$ cat config.mk
export PLATFORM = sky130hd
export DESIGN_NAME = clkc_output_ctrl
export DESIGN_NICKNAME = d
export VERILOG_FILES = /design/src/clkc_pkg.sv /design/src/clkc_output_ctrl.sv /design/src/clkc_req_filter.sv /design/src/clkc_diff_pair.sv
export SDC_FILE = /design/constraint.sdc
export NUM_CORES = 1
export LEC_CHECK = 0
export ABC_AREA = 1
export BUFFER_PORTS_ARGS = -buffer_cell sky130_fd_sc_hd__buf_2
export CORE_ASPECT_RATIO = 1.2
export CORE_MARGIN = 4
export CORE_UTILIZATION = 43
export CTS_CLUSTER_DIAMETER = 40
export DETAILED_ROUTE_END_ITERATION = 7
export GPL_ROUTABILITY_DRIVEN = 0
export HOLD_SLACK_MARGIN = 0.08
export PLACE_DENSITY_LB_ADDON = 0.08
export REMOVE_ABC_BUFFERS = 1
export SLEW_MARGIN = 20
export SYNTH_ARGS = -nofsm -noshare
export SYNTH_HDL_FRONTEND = slang
export SYNTH_SLANG_ARGS = --single-unit
$ cat constraint.sdc
create_clock -name mclk -period 2.86 [get_ports mclk]
set_input_delay 0.286 -clock mclk [delete_from_list [all_inputs] [get_ports mclk]]
set_output_delay 0.286 -clock mclk [all_outputs]
set_load 0.005 [all_outputs]
$ cat src/clkc_pkg.sv
// ==========================================================
// register map, reset values and timing
package clkc_pkg;
    // ====
    // register indices
    localparam logic [4:0] IDX_DIFF_EN = 5'h00;
    localparam logic [4:0] IDX_SE_EN = 5'h01;
    localparam logic [4:0] IDX_SPREAD = 5'h02;
    localparam logic [4:0] IDX_MODE = 5'h03;
    localparam logic [4:0] IDX_MAP0 = 5'h04;
    localparam logic [4:0] IDX_MAP1 = 5'h05;
    localparam logic [4:0] IDX_TEST = 5'h06;
    localparam logic [4:0] IDX_VENDOR = 5'h07;
    localparam logic [4:0] REG_NUM = 5'h07;

    // ====
    // power-up values
    localparam logic [7:0] RST_DIFF_EN = 8'hFF;
    localparam logic [7:0] RST_SE_EN = 8'hFF;
    localparam logic [7:0] RST_SPREAD = 8'hEB;
    localparam logic [7:0] RST_MODE = 8'hAF;
    localparam logic [7:0] RST_MAP0 = 8'h03;
    localparam logic [7:0] RST_MAP1 = 8'h00;
    // low nibble is hardware-set; zero here
    localparam logic [7:0] RST_TEST = 8'h10;
    // arbitrary value, names no real maker
    localparam logic [7:0] VENDOR_BYTE = 8'h5A;

    // ====
    // field positions
    localparam int MAIN_EN_LSB = 2;
    localparam int SEC_EN_LSB = 0;
    localparam int CPU_EN_LSB = 0;
    localparam int SE_REF_LSB = 5;
    localparam int SE_BUS33 = 4;
    localparam int SE_USB48 = 3;
    localparam int SPR_DEPTH = 7;
    localparam int SPR_USB_DRV = 6;
    localparam int SPR_BUS_DRV = 5;
    localparam int SPR_ON = 2;
    localparam int MODE_REQ_TRI = 7;
    localparam int MODE_CPU_PD_TRI = 6;
    localparam int MODE_MAIN_PD_TRI = 5;
    localparam int MODE_LINK_DRV = 0;
    localparam int MAP0_LINK_EN = 1;
    localparam int MAP_LSB = 2;
    localparam int TEST_SEL = 7;
    localparam int TEST_MODE = 6;
    localparam int TEST_REF_DRV = 5;

    // ====
    // serial command
    localparam logic [6:0] SLAVE_ADDR = 7'h69;
    localparam int CMD_BYTE_MODE = 7;
    localparam logic [7:0] BLOCK_LEN = 8'h08;
    localparam logic [3:0] BITS_PER_BYTE = 4'h8;

    // ====
    // half periods in mclk cycles
    localparam logic [7:0] MAIN_HALF = 8'h02;
    localparam logic [7:0] CPU_HALF = 8'h01;
    localparam logic [7:0] REF_HALF = 8'h11;
    localparam logic [7:0] BUS33_HALF = 8'h08;
    localparam logic [7:0] USB48_HALF = 8'h05;
    localparam logic [7:0] LINK66_HALF = 8'h04;
endpackage : clkc_pkg

$ cat src/clkc_output_ctrl.sv
`timescale 1ns/10ps
// ==========================================================
// How it works
// each differential pair has its own enable
// single-ended enables in byte one, bits 7-3
// spread on/off and spread depth bits
// 48 and 33 MHz drive strength select
// request-stopped main pairs driven or tri-state
// processor pairs power-down drive mode
// main pairs power-down drive mode
// link clock drive strength select
// link clock output enable
// request pin 0 stop map for main pairs
// request pin 1 stop map for main pairs
// test-clock mode entry bit
// test mode: divided reference or tri-state
// reference outputs drive strength select
// command byte: mode, chip select, index
// request accepted after two main pair rises
// stop after next transition, true high
// stopped pairs resume together, glitch free
// reserved bits stored and read back
// enable changes only at cycle boundary
module clkc_output_ctrl (
    input wire logic mclk,
    input wire logic rst_n,
    input wire logic sclIn,
    input wire logic sdaIn,
    output logic sdaOut,
    output logic sdaOe,
    input wire logic [1:0] clockRequestN,
    input wire logic powerDownN,
    output logic [9:0] diffPairT,
    output logic [9:0] diffPairC,
    output logic [9:0] diffPairOe,
    output logic [5:0] seClk,
    output logic [5:0] seOe,
    output logic spreadOn,
    output logic spreadDeep,
    output logic usb48DriveSingle,
    output logic bus33DriveSingle,
    output logic link66LowDrive,
    output logic refHighDrive
);
    typedef enum logic [2:0] {
        S_IDLE,
        S_ADDR,
        S_ADDR_ACK,
        S_RX,
        S_RX_ACK,
        S_TX,
        S_TX_ACK
    } clkc_ser_t;

    typedef struct packed {
        logic sclS1;
        logic sclS2;
        logic sclS3;
        logic sdaS1;
        logic sdaS2;
        logic sdaS3;
        logic pdS1;
        logic pdS2;
        clkc_ser_t st;
        logic [3:0] bitCnt;
        logic [7:0] shift;
        logic [4:0] ptr;
        logic rd;
        logic blk;
        logic cmdSeen;
        logic cntPend;
        logic csOk;
        logic sdaOe;
        logic [6:0][7:0] regs;
        logic [7:0] mainCnt;
        logic [7:0] cpuCnt;
        logic mainPh;
        logic cpuPh;
        logic [5:0][7:0] seCnt;
        logic [5:0] sePh;
        logic [5:0] seEn;
        logic [5:0] seOut;
        logic [5:0] seOe;
        logic tcPrev;
    } clkc_top_t;

    clkc_top_t s_q;
    clkc_top_t s_d;

    // ====
    // helpers
    localparam logic [5:0][7:0] SE_HALF = {
        clkc_pkg::LINK66_HALF, clkc_pkg::USB48_HALF,
        clkc_pkg::BUS33_HALF, clkc_pkg::REF_HALF,
        clkc_pkg::REF_HALF, clkc_pkg::REF_HALF
    };

    function automatic logic [7:0] readByte(
        input logic [6:0][7:0] regs,
        input logic [4:0] idx
    );
        logic [7:0] v;
        v = 8'h00;
        if (idx < clkc_pkg::REG_NUM)
        begin
            v = regs[idx[2:0]];
        end
        else if (idx == clkc_pkg::IDX_VENDOR)
        begin
            v = clkc_pkg::VENDOR_BYTE;
        end
        return v;
    endfunction : readByte

    logic sclRise;
    logic sclFall;
    logic startSeen;
    logic stopSeen;
    logic mainTick;
    logic cpuTick;
    logic mainRise;
    logic pd;
    logic req0Stop;
    logic req1Stop;
    logic mainTri;
    logic testMode;
    logic testSel;
    logic [5:0] mainStop;
    logic [5:0] seWant;
    logic [9:0] pairEn;
    logic [9:0] pairStop;
    logic [9:0] pairTri;
    logic [9:0] pairTick;
    logic [9:0] pairPh;

    // ====
    // pin edges, only the second and third stages are read
    assign sclRise = s_q.sclS2 && !s_q.sclS3;
    assign sclFall = !s_q.sclS2 && s_q.sclS3;
    assign startSeen = s_q.sclS2 && s_q.sclS3 && !s_q.sdaS2 && s_q.sdaS3;
    assign stopSeen = s_q.sclS2 && s_q.sclS3 && s_q.sdaS2 && !s_q.sdaS3;

    // ====
    // clock phase dividers
    assign mainTick = (s_q.mainCnt == clkc_pkg::MAIN_HALF - 8'h01);
    assign cpuTick = (s_q.cpuCnt == clkc_pkg::CPU_HALF - 8'h01);
    assign mainRise = mainTick && !s_q.mainPh;
    assign pd = !s_q.pdS2;
    assign testMode = s_q.regs[clkc_pkg::IDX_TEST][clkc_pkg::TEST_MODE];
    assign testSel = s_q.regs[clkc_pkg::IDX_TEST][clkc_pkg::TEST_SEL];

    // ====
    // per-pair steering
    always_comb
    begin
        mainStop = (s_q.regs[clkc_pkg::IDX_MAP0][7:clkc_pkg::MAP_LSB] & {6{req0Stop}})
            | (s_q.regs[clkc_pkg::IDX_MAP1][7:clkc_pkg::MAP_LSB] & {6{req1Stop}})
            | {6{pd}};
        // power-down mode wins over request mode when both stop a pair
        mainTri = pd ? s_q.regs[clkc_pkg::IDX_MODE][clkc_pkg::MODE_MAIN_PD_TRI]
            : s_q.regs[clkc_pkg::IDX_MODE][clkc_pkg::MODE_REQ_TRI];
        pairEn = {s_q.regs[clkc_pkg::IDX_SE_EN][clkc_pkg::CPU_EN_LSB +: 2],
            s_q.regs[clkc_pkg::IDX_DIFF_EN][clkc_pkg::SEC_EN_LSB +: 2],
            s_q.regs[clkc_pkg::IDX_DIFF_EN][clkc_pkg::MAIN_EN_LSB +: 6]};
        pairStop = {{4{pd}}, mainStop};
        pairTri = {{2{s_q.regs[clkc_pkg::IDX_MODE][clkc_pkg::MODE_CPU_PD_TRI]}},
            {2{s_q.regs[clkc_pkg::IDX_MODE][clkc_pkg::MODE_MAIN_PD_TRI]}},
            {6{mainTri}}};
        pairTick = {{2{cpuTick}}, {8{mainTick}}};
        pairPh = {{2{~s_q.cpuPh}}, {8{~s_q.mainPh}}};
        seWant = {s_q.regs[clkc_pkg::IDX_MAP0][clkc_pkg::MAP0_LINK_EN],
            s_q.regs[clkc_pkg::IDX_SE_EN][clkc_pkg::SE_USB48],
            s_q.regs[clkc_pkg::IDX_SE_EN][clkc_pkg::SE_BUS33],
            s_q.regs[clkc_pkg::IDX_SE_EN][clkc_pkg::SE_REF_LSB +: 3]};
    end

    // ====
    // next state
    always_comb
    begin
        logic [7:0] nb;
        nb = 8'h00;
        s_d = s_q;
        s_d.sclS1 = sclIn;
        s_d.sclS2 = s_q.sclS1;
        s_d.sclS3 = s_q.sclS2;
        s_d.sdaS1 = sdaIn;
        s_d.sdaS2 = s_q.sdaS1;
        s_d.sdaS3 = s_q.sdaS2;
        s_d.pdS1 = powerDownN;
        s_d.pdS2 = s_q.pdS1;

        // serial slave
        if (startSeen)
        begin
            s_d.st = S_ADDR;
            s_d.bitCnt = 4'h0;
            s_d.sdaOe = 1'b0;
        end
        else if (stopSeen)
        begin
            s_d.st = S_IDLE;
            s_d.sdaOe = 1'b0;
            s_d.cmdSeen = 1'b0;
        end
        else
        begin
            unique case (s_q.st)
                S_IDLE:
                begin
                    s_d.sdaOe = 1'b0;
                end
                S_ADDR:
                begin
                    if (sclRise)
                    begin
                        s_d.shift = {s_q.shift[6:0], s_q.sdaS2};
                        s_d.bitCnt = s_q.bitCnt + 4'h1;
                    end
                    else if (sclFall && s_q.bitCnt == clkc_pkg::BITS_PER_BYTE)
                    begin
                        if (s_q.shift[7:1] == clkc_pkg::SLAVE_ADDR)
                        begin
                            s_d.sdaOe = 1'b1;
                            s_d.rd = s_q.shift[0];
                            s_d.st = S_ADDR_ACK;
                        end
                        else
                        begin
                            s_d.st = S_IDLE;
                        end
                    end
                end
                S_ADDR_ACK, S_TX_ACK:
                begin
                    if (s_q.st == S_TX_ACK && sclRise && s_q.sdaS2)
                    begin
                        // master refused more data
                        s_d.st = S_IDLE;
                    end
                    else if (sclFall)
                    begin
                        s_d.bitCnt = 4'h0;
                        if (s_q.rd)
                        begin
                            // block read opens with the byte count
                            if (s_q.cntPend)
                            begin
                                nb = clkc_pkg::BLOCK_LEN;
                                s_d.cntPend = 1'b0;
                            end
                            else
                            begin
                                nb = s_q.csOk ? readByte(s_q.regs, s_q.ptr) : 8'h00;
                                s_d.ptr = s_q.ptr + 5'h01;
                            end
                            s_d.shift = nb;
                            s_d.sdaOe = ~nb[7];
                            s_d.st = S_TX;
                        end
                        else
                        begin
                            s_d.sdaOe = 1'b0;
                            s_d.st = S_RX;
                        end
                    end
                end
                S_RX:
                begin
                    if (sclRise)
                    begin
                        s_d.shift = {s_q.shift[6:0], s_q.sdaS2};
                        s_d.bitCnt = s_q.bitCnt + 4'h1;
                    end
                    else if (sclFall && s_q.bitCnt == clkc_pkg::BITS_PER_BYTE)
                    begin
                        s_d.sdaOe = 1'b1;
                        s_d.st = S_RX_ACK;
                        if (!s_q.cmdSeen)
                        begin
                            s_d.cmdSeen = 1'b1;
                            s_d.blk = !s_q.shift[clkc_pkg::CMD_BYTE_MODE];
                            s_d.cntPend = !s_q.shift[clkc_pkg::CMD_BYTE_MODE];
                            s_d.csOk = (s_q.shift[6:5] == 2'b00);
                            s_d.ptr = s_q.shift[clkc_pkg::CMD_BYTE_MODE]
                                ? s_q.shift[4:0] : 5'h00;
                        end
                        else if (s_q.cntPend)
                        begin
                            s_d.cntPend = 1'b0;
                        end
                        else
                        begin
                            // whole byte stored, reserved bits too
                            if (s_q.csOk && s_q.ptr < clkc_pkg::REG_NUM)
                            begin
                                s_d.regs[s_q.ptr[2:0]] = s_q.shift;
                            end
                            s_d.ptr = s_q.ptr + 5'h01;
                        end
                    end
                end
                S_RX_ACK:
                begin
                    if (sclFall)
                    begin
                        s_d.sdaOe = 1'b0;
                        s_d.bitCnt = 4'h0;
                        s_d.st = S_RX;
                    end
                end
                S_TX:
                begin
                    if (sclFall)
                    begin
                        if (s_q.bitCnt == 4'h7)
                        begin
                            s_d.sdaOe = 1'b0;
                            s_d.st = S_TX_ACK;
                        end
                        else
                        begin
                            s_d.shift = {s_q.shift[6:0], 1'b0};
                            s_d.sdaOe = ~s_q.shift[6];
                            s_d.bitCnt = s_q.bitCnt + 4'h1;
                        end
                    end
                end
            endcase
        end

        // differential phase generators
        s_d.mainCnt = mainTick ? 8'h00 : s_q.mainCnt + 8'h01;
        s_d.mainPh = mainTick ? ~s_q.mainPh : s_q.mainPh;
        s_d.cpuCnt = cpuTick ? 8'h00 : s_q.cpuCnt + 8'h01;
        s_d.cpuPh = cpuTick ? ~s_q.cpuPh : s_q.cpuPh;

        // single-ended outputs; enable sampled while high, taken at the falling edge
        for (int i = 0; i < 6; i++)
        begin
            if (s_q.seCnt[i] == SE_HALF[i] - 8'h01)
            begin
                s_d.seCnt[i] = 8'h00;
                s_d.sePh[i] = ~s_q.sePh[i];
                if (s_q.sePh[i])
                begin
                    s_d.seEn[i] = seWant[i];
                end
            end
            else
            begin
                s_d.seCnt[i] = s_q.seCnt[i] + 8'h01;
            end
            // a disabled output rests low; switch only at an edge of the followed clock
            if (testMode ? (s_q.sePh[0] != s_q.tcPrev) : (s_d.sePh[i] != s_q.sePh[i]))
            begin
                s_d.seOut[i] = testMode ? s_q.sePh[0] : (s_d.sePh[i] && s_d.seEn[i]);
            end
            s_d.seOe[i] = testMode ? testSel : 1'b1;
        end
        s_d.tcPrev = s_q.sePh[0];
    end

    always_ff @(posedge mclk or negedge rst_n)
    begin
        if (!rst_n)
        begin
            s_q <= '0;
            s_q.sclS1 <= 1'b1;
            s_q.sclS2 <= 1'b1;
            s_q.sclS3 <= 1'b1;
            s_q.sdaS1 <= 1'b1;
            s_q.sdaS2 <= 1'b1;
            s_q.sdaS3 <= 1'b1;
            s_q.pdS1 <= 1'b1;
            s_q.pdS2 <= 1'b1;
            s_q.st <= S_IDLE;
            s_q.regs <= {clkc_pkg::RST_TEST, clkc_pkg::RST_MAP1, clkc_pkg::RST_MAP0,
                clkc_pkg::RST_MODE, clkc_pkg::RST_SPREAD, clkc_pkg::RST_SE_EN,
                clkc_pkg::RST_DIFF_EN};
            s_q.seEn <= '1;
            s_q.seOe <= '1;
        end
        else
        begin
            s_q <= s_d;
        end
    end

    // ====
    // request pins and pairs
    clkc_req_filter u_req0 (
        .mclk(mclk),
        .rst_n(rst_n),
        .pinN(clockRequestN[0]),
        .edgeTick(mainRise),
        .stopReq(req0Stop)
    );

    clkc_req_filter u_req1 (
        .mclk(mclk),
        .rst_n(rst_n),
        .pinN(clockRequestN[1]),
        .edgeTick(mainRise),
        .stopReq(req1Stop)
    );

    for (genvar g = 0; g < 10; g++)
    begin : g_pair
        clkc_diff_pair u_pair (
            .mclk(mclk),
            .rst_n(rst_n),
            .tick(pairTick[g]),
            .phaseNext(pairPh[g]),
            .enable(pairEn[g]),
            .stop(pairStop[g]),
            .triMode(pairTri[g]),
            .testMode(testMode),
            .testSel(testSel),
            .testClk(s_q.sePh[0]),
            .pairT(diffPairT[g]),
            .pairC(diffPairC[g]),
            .pairOe(diffPairOe[g])
        );
    end

    // ====
    // outputs; data line is open drain
    assign sdaOut = 1'b0;
    assign sdaOe = s_q.sdaOe;
    assign seClk = s_q.seOut;
    assign seOe = s_q.seOe;
    assign spreadOn = s_q.regs[clkc_pkg::IDX_SPREAD][clkc_pkg::SPR_ON];
    assign spreadDeep = s_q.regs[clkc_pkg::IDX_SPREAD][clkc_pkg::SPR_DEPTH];
    assign usb48DriveSingle = s_q.regs[clkc_pkg::IDX_SPREAD][clkc_pkg::SPR_USB_DRV];
    assign bus33DriveSingle = s_q.regs[clkc_pkg::IDX_SPREAD][clkc_pkg::SPR_BUS_DRV];
    assign link66LowDrive = s_q.regs[clkc_pkg::IDX_MODE][clkc_pkg::MODE_LINK_DRV];
    assign refHighDrive = s_q.regs[clkc_pkg::IDX_TEST][clkc_pkg::TEST_REF_DRV];
endmodule : clkc_output_ctrl

$ cat src/clkc_req_filter.sv
`timescale 1ns/10ps
// ==========================================================
// request pin synchroniser and two-edge debounce
module clkc_req_filter (
    input wire logic mclk,
    input wire logic rst_n,
    input wire logic pinN,
    input wire logic edgeTick,
    output logic stopReq
);
    typedef struct packed {
        logic s1;
        logic s2;
        logic cand;
        logic level;
    } clkc_flt_t;

    clkc_flt_t s_q;
    clkc_flt_t s_d;

    always_comb
    begin
        s_d = s_q;
        s_d.s1 = pinN;
        s_d.s2 = s_q.s1;
        if (edgeTick)
        begin
            // same level at two successive main pair rises
            s_d.cand = s_q.s2;
            if (s_q.s2 == s_q.cand)
            begin
                s_d.level = s_q.s2;
            end
        end
    end

    always_ff @(posedge mclk or negedge rst_n)
    begin
        if (!rst_n)
        begin
            s_q <= '0;
        end
        else
        begin
            s_q <= s_d;
        end
    end

    assign stopReq = s_q.level;
endmodule : clkc_req_filter

$ cat src/clkc_diff_pair.sv
`timescale 1ns/10ps
// ==========================================================
// one differential output pair
module clkc_diff_pair (
    input wire logic mclk,
    input wire logic rst_n,
    input wire logic tick,
    input wire logic phaseNext,
    input wire logic enable,
    input wire logic stop,
    input wire logic triMode,
    input wire logic testMode,
    input wire logic testSel,
    input wire logic testClk,
    output logic pairT,
    output logic pairC,
    output logic pairOe
);
    typedef struct packed {
        logic run;
        logic t;
        logic c;
        logic oe;
        logic tc;
    } clkc_pair_t;

    clkc_pair_t s_q;
    clkc_pair_t s_d;

    always_comb
    begin
        s_d = s_q;
        // decisions only on the rising edge: no short pulse
        if (tick && phaseNext)
        begin
            s_d.run = enable && !stop;
            s_d.oe = s_d.run || (enable && !triMode);
        end
        if (tick)
        begin
            // stopped pair rests true high, complement low
            s_d.t = s_d.run ? phaseNext : 1'b1;
            s_d.c = ~s_d.t;
        end
        s_d.tc = testClk;
        if (testMode)
        begin
            // follow the test clock only at its edges: no short pulse on entry
            s_d.t = (testClk != s_q.tc) ? testClk : s_q.t;
            s_d.c = ~s_d.t;
            s_d.oe = testSel;
        end
    end

    always_ff @(posedge mclk or negedge rst_n)
    begin
        if (!rst_n)
        begin
            s_q <= '0;
            s_q.run <= 1'b1;
            s_q.c <= 1'b1;
            s_q.oe <= 1'b1;
        end
        else
        begin
            s_q <= s_d;
        end
    end

    assign pairT = s_q.t;
    assign pairC = s_q.c;
    assign pairOe = s_q.oe;
endmodule : clkc_diff_pair

==> Word-level counts from Yosys, hierarchy flattened <==
Index checks and enable logic that the tools add are counted.
{ "word_totals": {"reg_bits": 224, "in_bits": 7, "elab_cells": 465} }
{ "op_classes": {"order_cmp": 3, "n_bitwise": 39, "mux": 173, "add_sub_neg": 10, "n_eq_ne": 53, "n_reduce_logical": 94} }
{ "ops": {"columns": ["cell", "n"], "rows": [
  ["$mux W56", 3],
  ["$mux W8", 19],
  ["$mux W61", 2],
  ["$mux W1", 93],
  ["$add A8 B1 Y8 const B", 8],
  ["$mux W20", 3],
  ["$bwmux W56", 1],
  ["$mux W3", 18],
  ["$ne A4 B4 Y1 const B", 11],
  ["$logic_and A1 B1 Y1", 41],
  ["$not A1 Y1", 35],
  ["$pmux W7 S5", 1],
  ["$reduce_and A9 Y1", 3],
  ["$mux W2", 13],
  ["$mux W5", 5],
  ["$bmux W8 S3", 1],
  ["$demux W8 S3", 1],
  ["$eq A8 B5 Y1 const B", 3],
  ["$mux W12", 2],
  ["$pmux W8 S3", 1],
  ["$reduce_and A8 Y1", 3],
  ["$mux W7", 3],
  ["$mux W19", 1],
  ["$mux W17", 1],
  ["42 further kinds", 100]
]} }

==> Logic depth before layout (Yosys ltp) <==
{ "depth": {"ltp_word": 19, "depth_mapped": 12, "depth_no_buf": 12} }

==> Cells and area by module <==
A second synthesis with hierarchy kept.
{ "unflattened": {"cells_unflattened": 1515, "hier_area_um2": 11887.7} }
{ "by_module_without_submodules": {"columns": ["module", "area_per_inst_um2", "seq_area_each_um2", "cells_each", "n_inst"], "rows": [
  ["clkc_output_ctrl", 8912.3, 4436.8, 1105, 1],
  ["clkc_diff_pair", 269.0, 128.9, 38, 10],
  ["clkc_req_filter", 142.6, 100.1, 15, 2]
]} }

==> Least setup slack after synthesis <==
OpenSTA, ideal clock, no wires.
{ "synth_path": {"path_type": "reg-to-reg", "from": "register s_q[166] (netlist name)", "to": "register with a tool-made name", "required_time_ns": 2.739, "setup_ns": 0.121, "path_stages_with_launch": 11, "setup_slack_ns": 0.957, "period_less_slack_ns": 1.903, "arrival_time_ns": 1.782, "cell_sequence": "dfrtp_1 > inv_1 > ha_1 > nand2_1 > nor2_1 > nand2_1 > nor3_4 > nand3_2 > buf_6 > nand2_1 > o21ai_2"} }
{ "synth_rtl": {"columns": ["item", "line_no", "text"], "rows": [
  ["start, declared", "clkc_output_ctrl.sv:87", "clkc_top_t s_q;"]
]} }

==> Final worst setup path <==
{ "layout_path": {"from": "register s_q[84] (netlist name)", "to": "register g_pair[4].u_pair.s_q (netlist bit g_pair[4].u_pair.pairC)"} }
{ "layout_between": {"elab_chain_len": 7, "elab_cells_between_ends": 8, "classes_between": "eq/ne (1); mux (4); bitwise (1); reduce/logical (2)"} }
{ "layout_rtl": {"columns": ["item", "line_no", "text"], "rows": [
  ["$eq A8 B1 Y1 *", "clkc_output_ctrl.sv:145", "assign mainTick = (s_q.mainCnt == clkc_pkg::MAIN_HALF - 8'h01);"],
  ["$logic_and A1 B1 Y1", "clkc_diff_pair.sv:34", "if (tick && phaseNext)"],
  ["$mux W1", "clkc_diff_pair.sv:34", null],
  ["$mux W1", "clkc_diff_pair.sv:42", "s_d.t = s_d.run ? phaseNext : 1'b1;"],
  ["$not A1 Y1", "clkc_diff_pair.sv:43", "s_d.c = ~s_d.t;"],
  ["$mux W2", "clkc_diff_pair.sv:39", "if (tick)"],
  ["$mux W3", "clkc_diff_pair.sv:46", "if (testMode)"],
  ["end, declared", "clkc_diff_pair.sv:27", "clkc_pair_t s_q;"]
]} }
Mark *: on every way between the ends. The rest lies on a longest branch, timed or not. The select of a mux whose other input is x is not followed.
A chain may end at the register's enable or synchronous reset.

==> impl_metrics.yaml <==
timing:
  setup_viol: 0
  setup_ws_ns: 0.461
  fin_tns_setup_ns: 0
  hold_viol: 0
  rsz0062_at_grt: "false"
  fin_crit_ns: 2.40
  tightest_slew_ns: 0.705
  fin_skew_ns: 0.0200
  timing.fmax_mhz: 417
  drv_slew: 0
  timing.final.crit_share_pct: 83.9
  slew_headroom_pct: 53.0
yosys:
  synth.lib_cells_used.distinct: 41
  postSynthCellCount: 1388
  synth_ff_type: "dfrtp_1"
  ys_seq_area_share_pct: 50.5
  ys_top_cells_by_count: "nand2_1 (340), inv_1 (168), nor2_1 (158)"
  synth_top_cell_by_area: "dfrtp_1"
  post_synth.cell_area_avg_um2: 8.10
  ys_seq_elements: 223
  ys_warn_count: 0
  yosysTopAreaCellShare_pct: 32.7
  synth_area_leaders: "dfrtp_1 (33%), dfstp_2 (18%), nand2_1 (11%)"
  syn_area_um2: 11200
  synth-edff-count: 0
  synthArstFlopShare_pct: 100
  yosysMostFrequentCell: "nand2_1"
global_route:
  grt_pass1_wl_mm: 44.9
  first_global_vias: 8857
  overflow: 0
  grt_max_degree: 91
  globalRouteTotalUtil_pct: 19.1
  antenna_found_initial: 0
detailed_routing:
  finalWirelength_mm: 26.5
  drt_iter0_markers: 487
  antenna_left: 0
  wl_met3_mm: 1.06
  wl_per_cell_um: 14.8
  drc: 0
  dr_wl_met2_mm: 12.9
  num_vias: 8816
  m1WireLength_mm: 12.0
  dr.pass1.iters: 5
  topRoutingLayerUsed: "met4"
  via_per_inst: 4.91
power:
  sequentialPowerShare_pct: 40.1
  clkPwrFrac_pct: 53.3
  power_density_nw_per_um2: 628
  switching_share_pct: 24.9
  ir_worst_vdd_v: 0.000413
  power_frac_comb_pct: 6.6
  leakagePower_uw: 0.00631
  internal_power_uw: 6090
  power.switching_uw: 2020
setup_path:
  max_stage_delay_ns: 0.47
  regToRegEndpoint: "g_pair[4].u_pair.pairC"
  path_class: "reg -> reg"
  setup.worst_path.start_class: "flop"
  end_kind: "flop"
  critical_path.top_delay_family: "simple AND/OR/NAND/NOR gates"
  r2r-start: "s_q[84]"
  slowest_stage: "nor2_1"
  path_cells: "inv_1 > ha_1 > nand3_1 > nor2_1 > inv_1 > nand2_1 > o21ai_0 > o21a_1"
  reg2reg_slack_ns: 0.46
  worst-path-max-fanout: 16
  cp.arrival_ns: 2.84
  crit_required_ns: 3.30
  crit_top_cell: "inv_1"
  worst-path-buf-inv: 2
  r2r_cells: 8
layout:
  nets: 1460
  layout-drive-gt1-share_pct: 16.7
  n_antenna_cell: 0
  area_delta_synth_final_pct: 14.8
  stdcell_area_um2: 12900
run_status:
  status: "finished, final reports clean"
min_path:
  hold_class: "reg -> reg"
  hold_depth: 0
  hold_start: "u_req1.s_d[2]"
  hold_end: "u_req1.s_q[2]"
clock_tree:
  clk_pin_slew_worst_paths_ns: 0.05
  cts-resized-gates: 0
  cts_setup_buffers: 0
  clk_path_buf_depth: 3
  ctsHoldBuffers: 6
  cts-root-buf: "clkbuf_16"
  cts_tree: "built"
  insertion_delay_ns: 0.51
  cts_max_level: 2
  cts.sinks: 223
  numCtsBuffers: 37
floorplan:
  num_io_pins: 57
  chipWidth_um: 156
  rows: 64
  initial_core_util_pct: 43.9
  core_area_um2: 25600
  dieArea_um2: 28800
  die_h_um: 185
placed_design:
  pre_cts_ws_ns: 0.475
  dpl.hpwl_mm: 18.8
  place_area_um2: 11600
  io_buffers: 55
run:
  maxCapViolations: 0
[worst max path at each step]
stage	start	end	slack [ns]	cells after the start
finish	s_q[84]	g_pair[4].u_pair.pairC	0.46	8
detailed placement	s_q[84]	g_pair[3].u_pair.pairC	0.47	8
CTS	s_q[84]	g_pair[4].u_pair.pairC	0.45	8
floorplan	s_q[153]	flop	0.64	8
global placement	s_q[166]	flop	0.55	9
global route	s_q[84]	g_pair[4].u_pair.pairC	0.11	8
[power by group through the flow]
stage	Combinational, µW	Sequential, µW	Clock, µW
floorplan	307	3290	0
CTS	547	3250	4430
global placement	541	3300	0
global route	612	3260	4580
finish	535	3250	4310
detailed placement	539	3300	0
[through the flow]
step / power, µW / cells / utilization, % / hold WS [ns]
final: 8100 / 1794 / 50.4 / 0.327
after global routing: 8450 / 1794 / 50.4 / 0.336
after CTS: 8230 / 1794 / 50.4 / 0.331
after detailed placement: 3840 / 1721 / 45.4 / 0.335
after global placement: 3840 / 1721 / 45.4 / 0.333
after floorplan: 3600 / 1317 / - / -0.00959
[layout by cell type (no fill, tap or decap), types with 5 or more instances in the layout]
cell / netlist / layout
nand2_1: 340 / 340
inv_1: 168 / 168
nor2_1: 158 / 158
dfrtp_1: 147 / 147
o21ai_0: 94 / 94
nand3_1: 92 / 92
dfstp_2: 76 / 76
buf_2: 2 / 54
a21oi_1: 47 / 47
o21ai_1: 41 / 41
clkbuf_16: 0 / 37
xor2_1: 23 / 23
nor3_1: 22 / 22
nand4_1: 21 / 21
ha_1: 17 / 17
buf_4: 43 / 17
o21a_1: 10 / 10
nand3_2: 7 / 7
o21ai_2: 7 / 7
clkinv_4: 0 / 7
dlygate4sd3_1: 0 / 6
o22ai_1: 5 / 5
clkinvlp_4: 0 / 5
clkbuf_8: 0 / 5
[cell families (layout without fill, tap and decap cells)]
family / Yosys count / count (layout) / synth area share [%]
compound gates: 214 / 214 / 10.2
xor+xnor: 27 / 27 / 2.10
fa+ha+maj: 17 / 17 / 1.89
buf+inv: 243 / 319 / 10.1
flops: 223 / 223 / 50.5
mux: 2 / 2 / 0.200
other cells: 1 / 1 / 0.0333
simple gates: 661 / 661 / 25.0
[final cells by class]
| cell class | count | area (µm²) |
|---|---|---|
| Timing Repair Buffer | 80 | 513 |
| Clock buffer | 45 | 1010 |
| Sequential cell | 223 | 5680 |
| Tap cell | 330 | 413 |
| Fill cell | 2511 | 12700 |
| Multi-Input combinational cell | 922 | 4440 |
| Clock inverter | 22 | 220 |
| Inverter | 172 | 646 |
[metal layers]
metal  vias up  global-route usage, %
met5         -                      0
li1       4519                      -
met1      4109                   24.9
met2       144                   32.9
met3        44                   3.01
met4         0                   5.46
(Power assumes the default switching activity.)
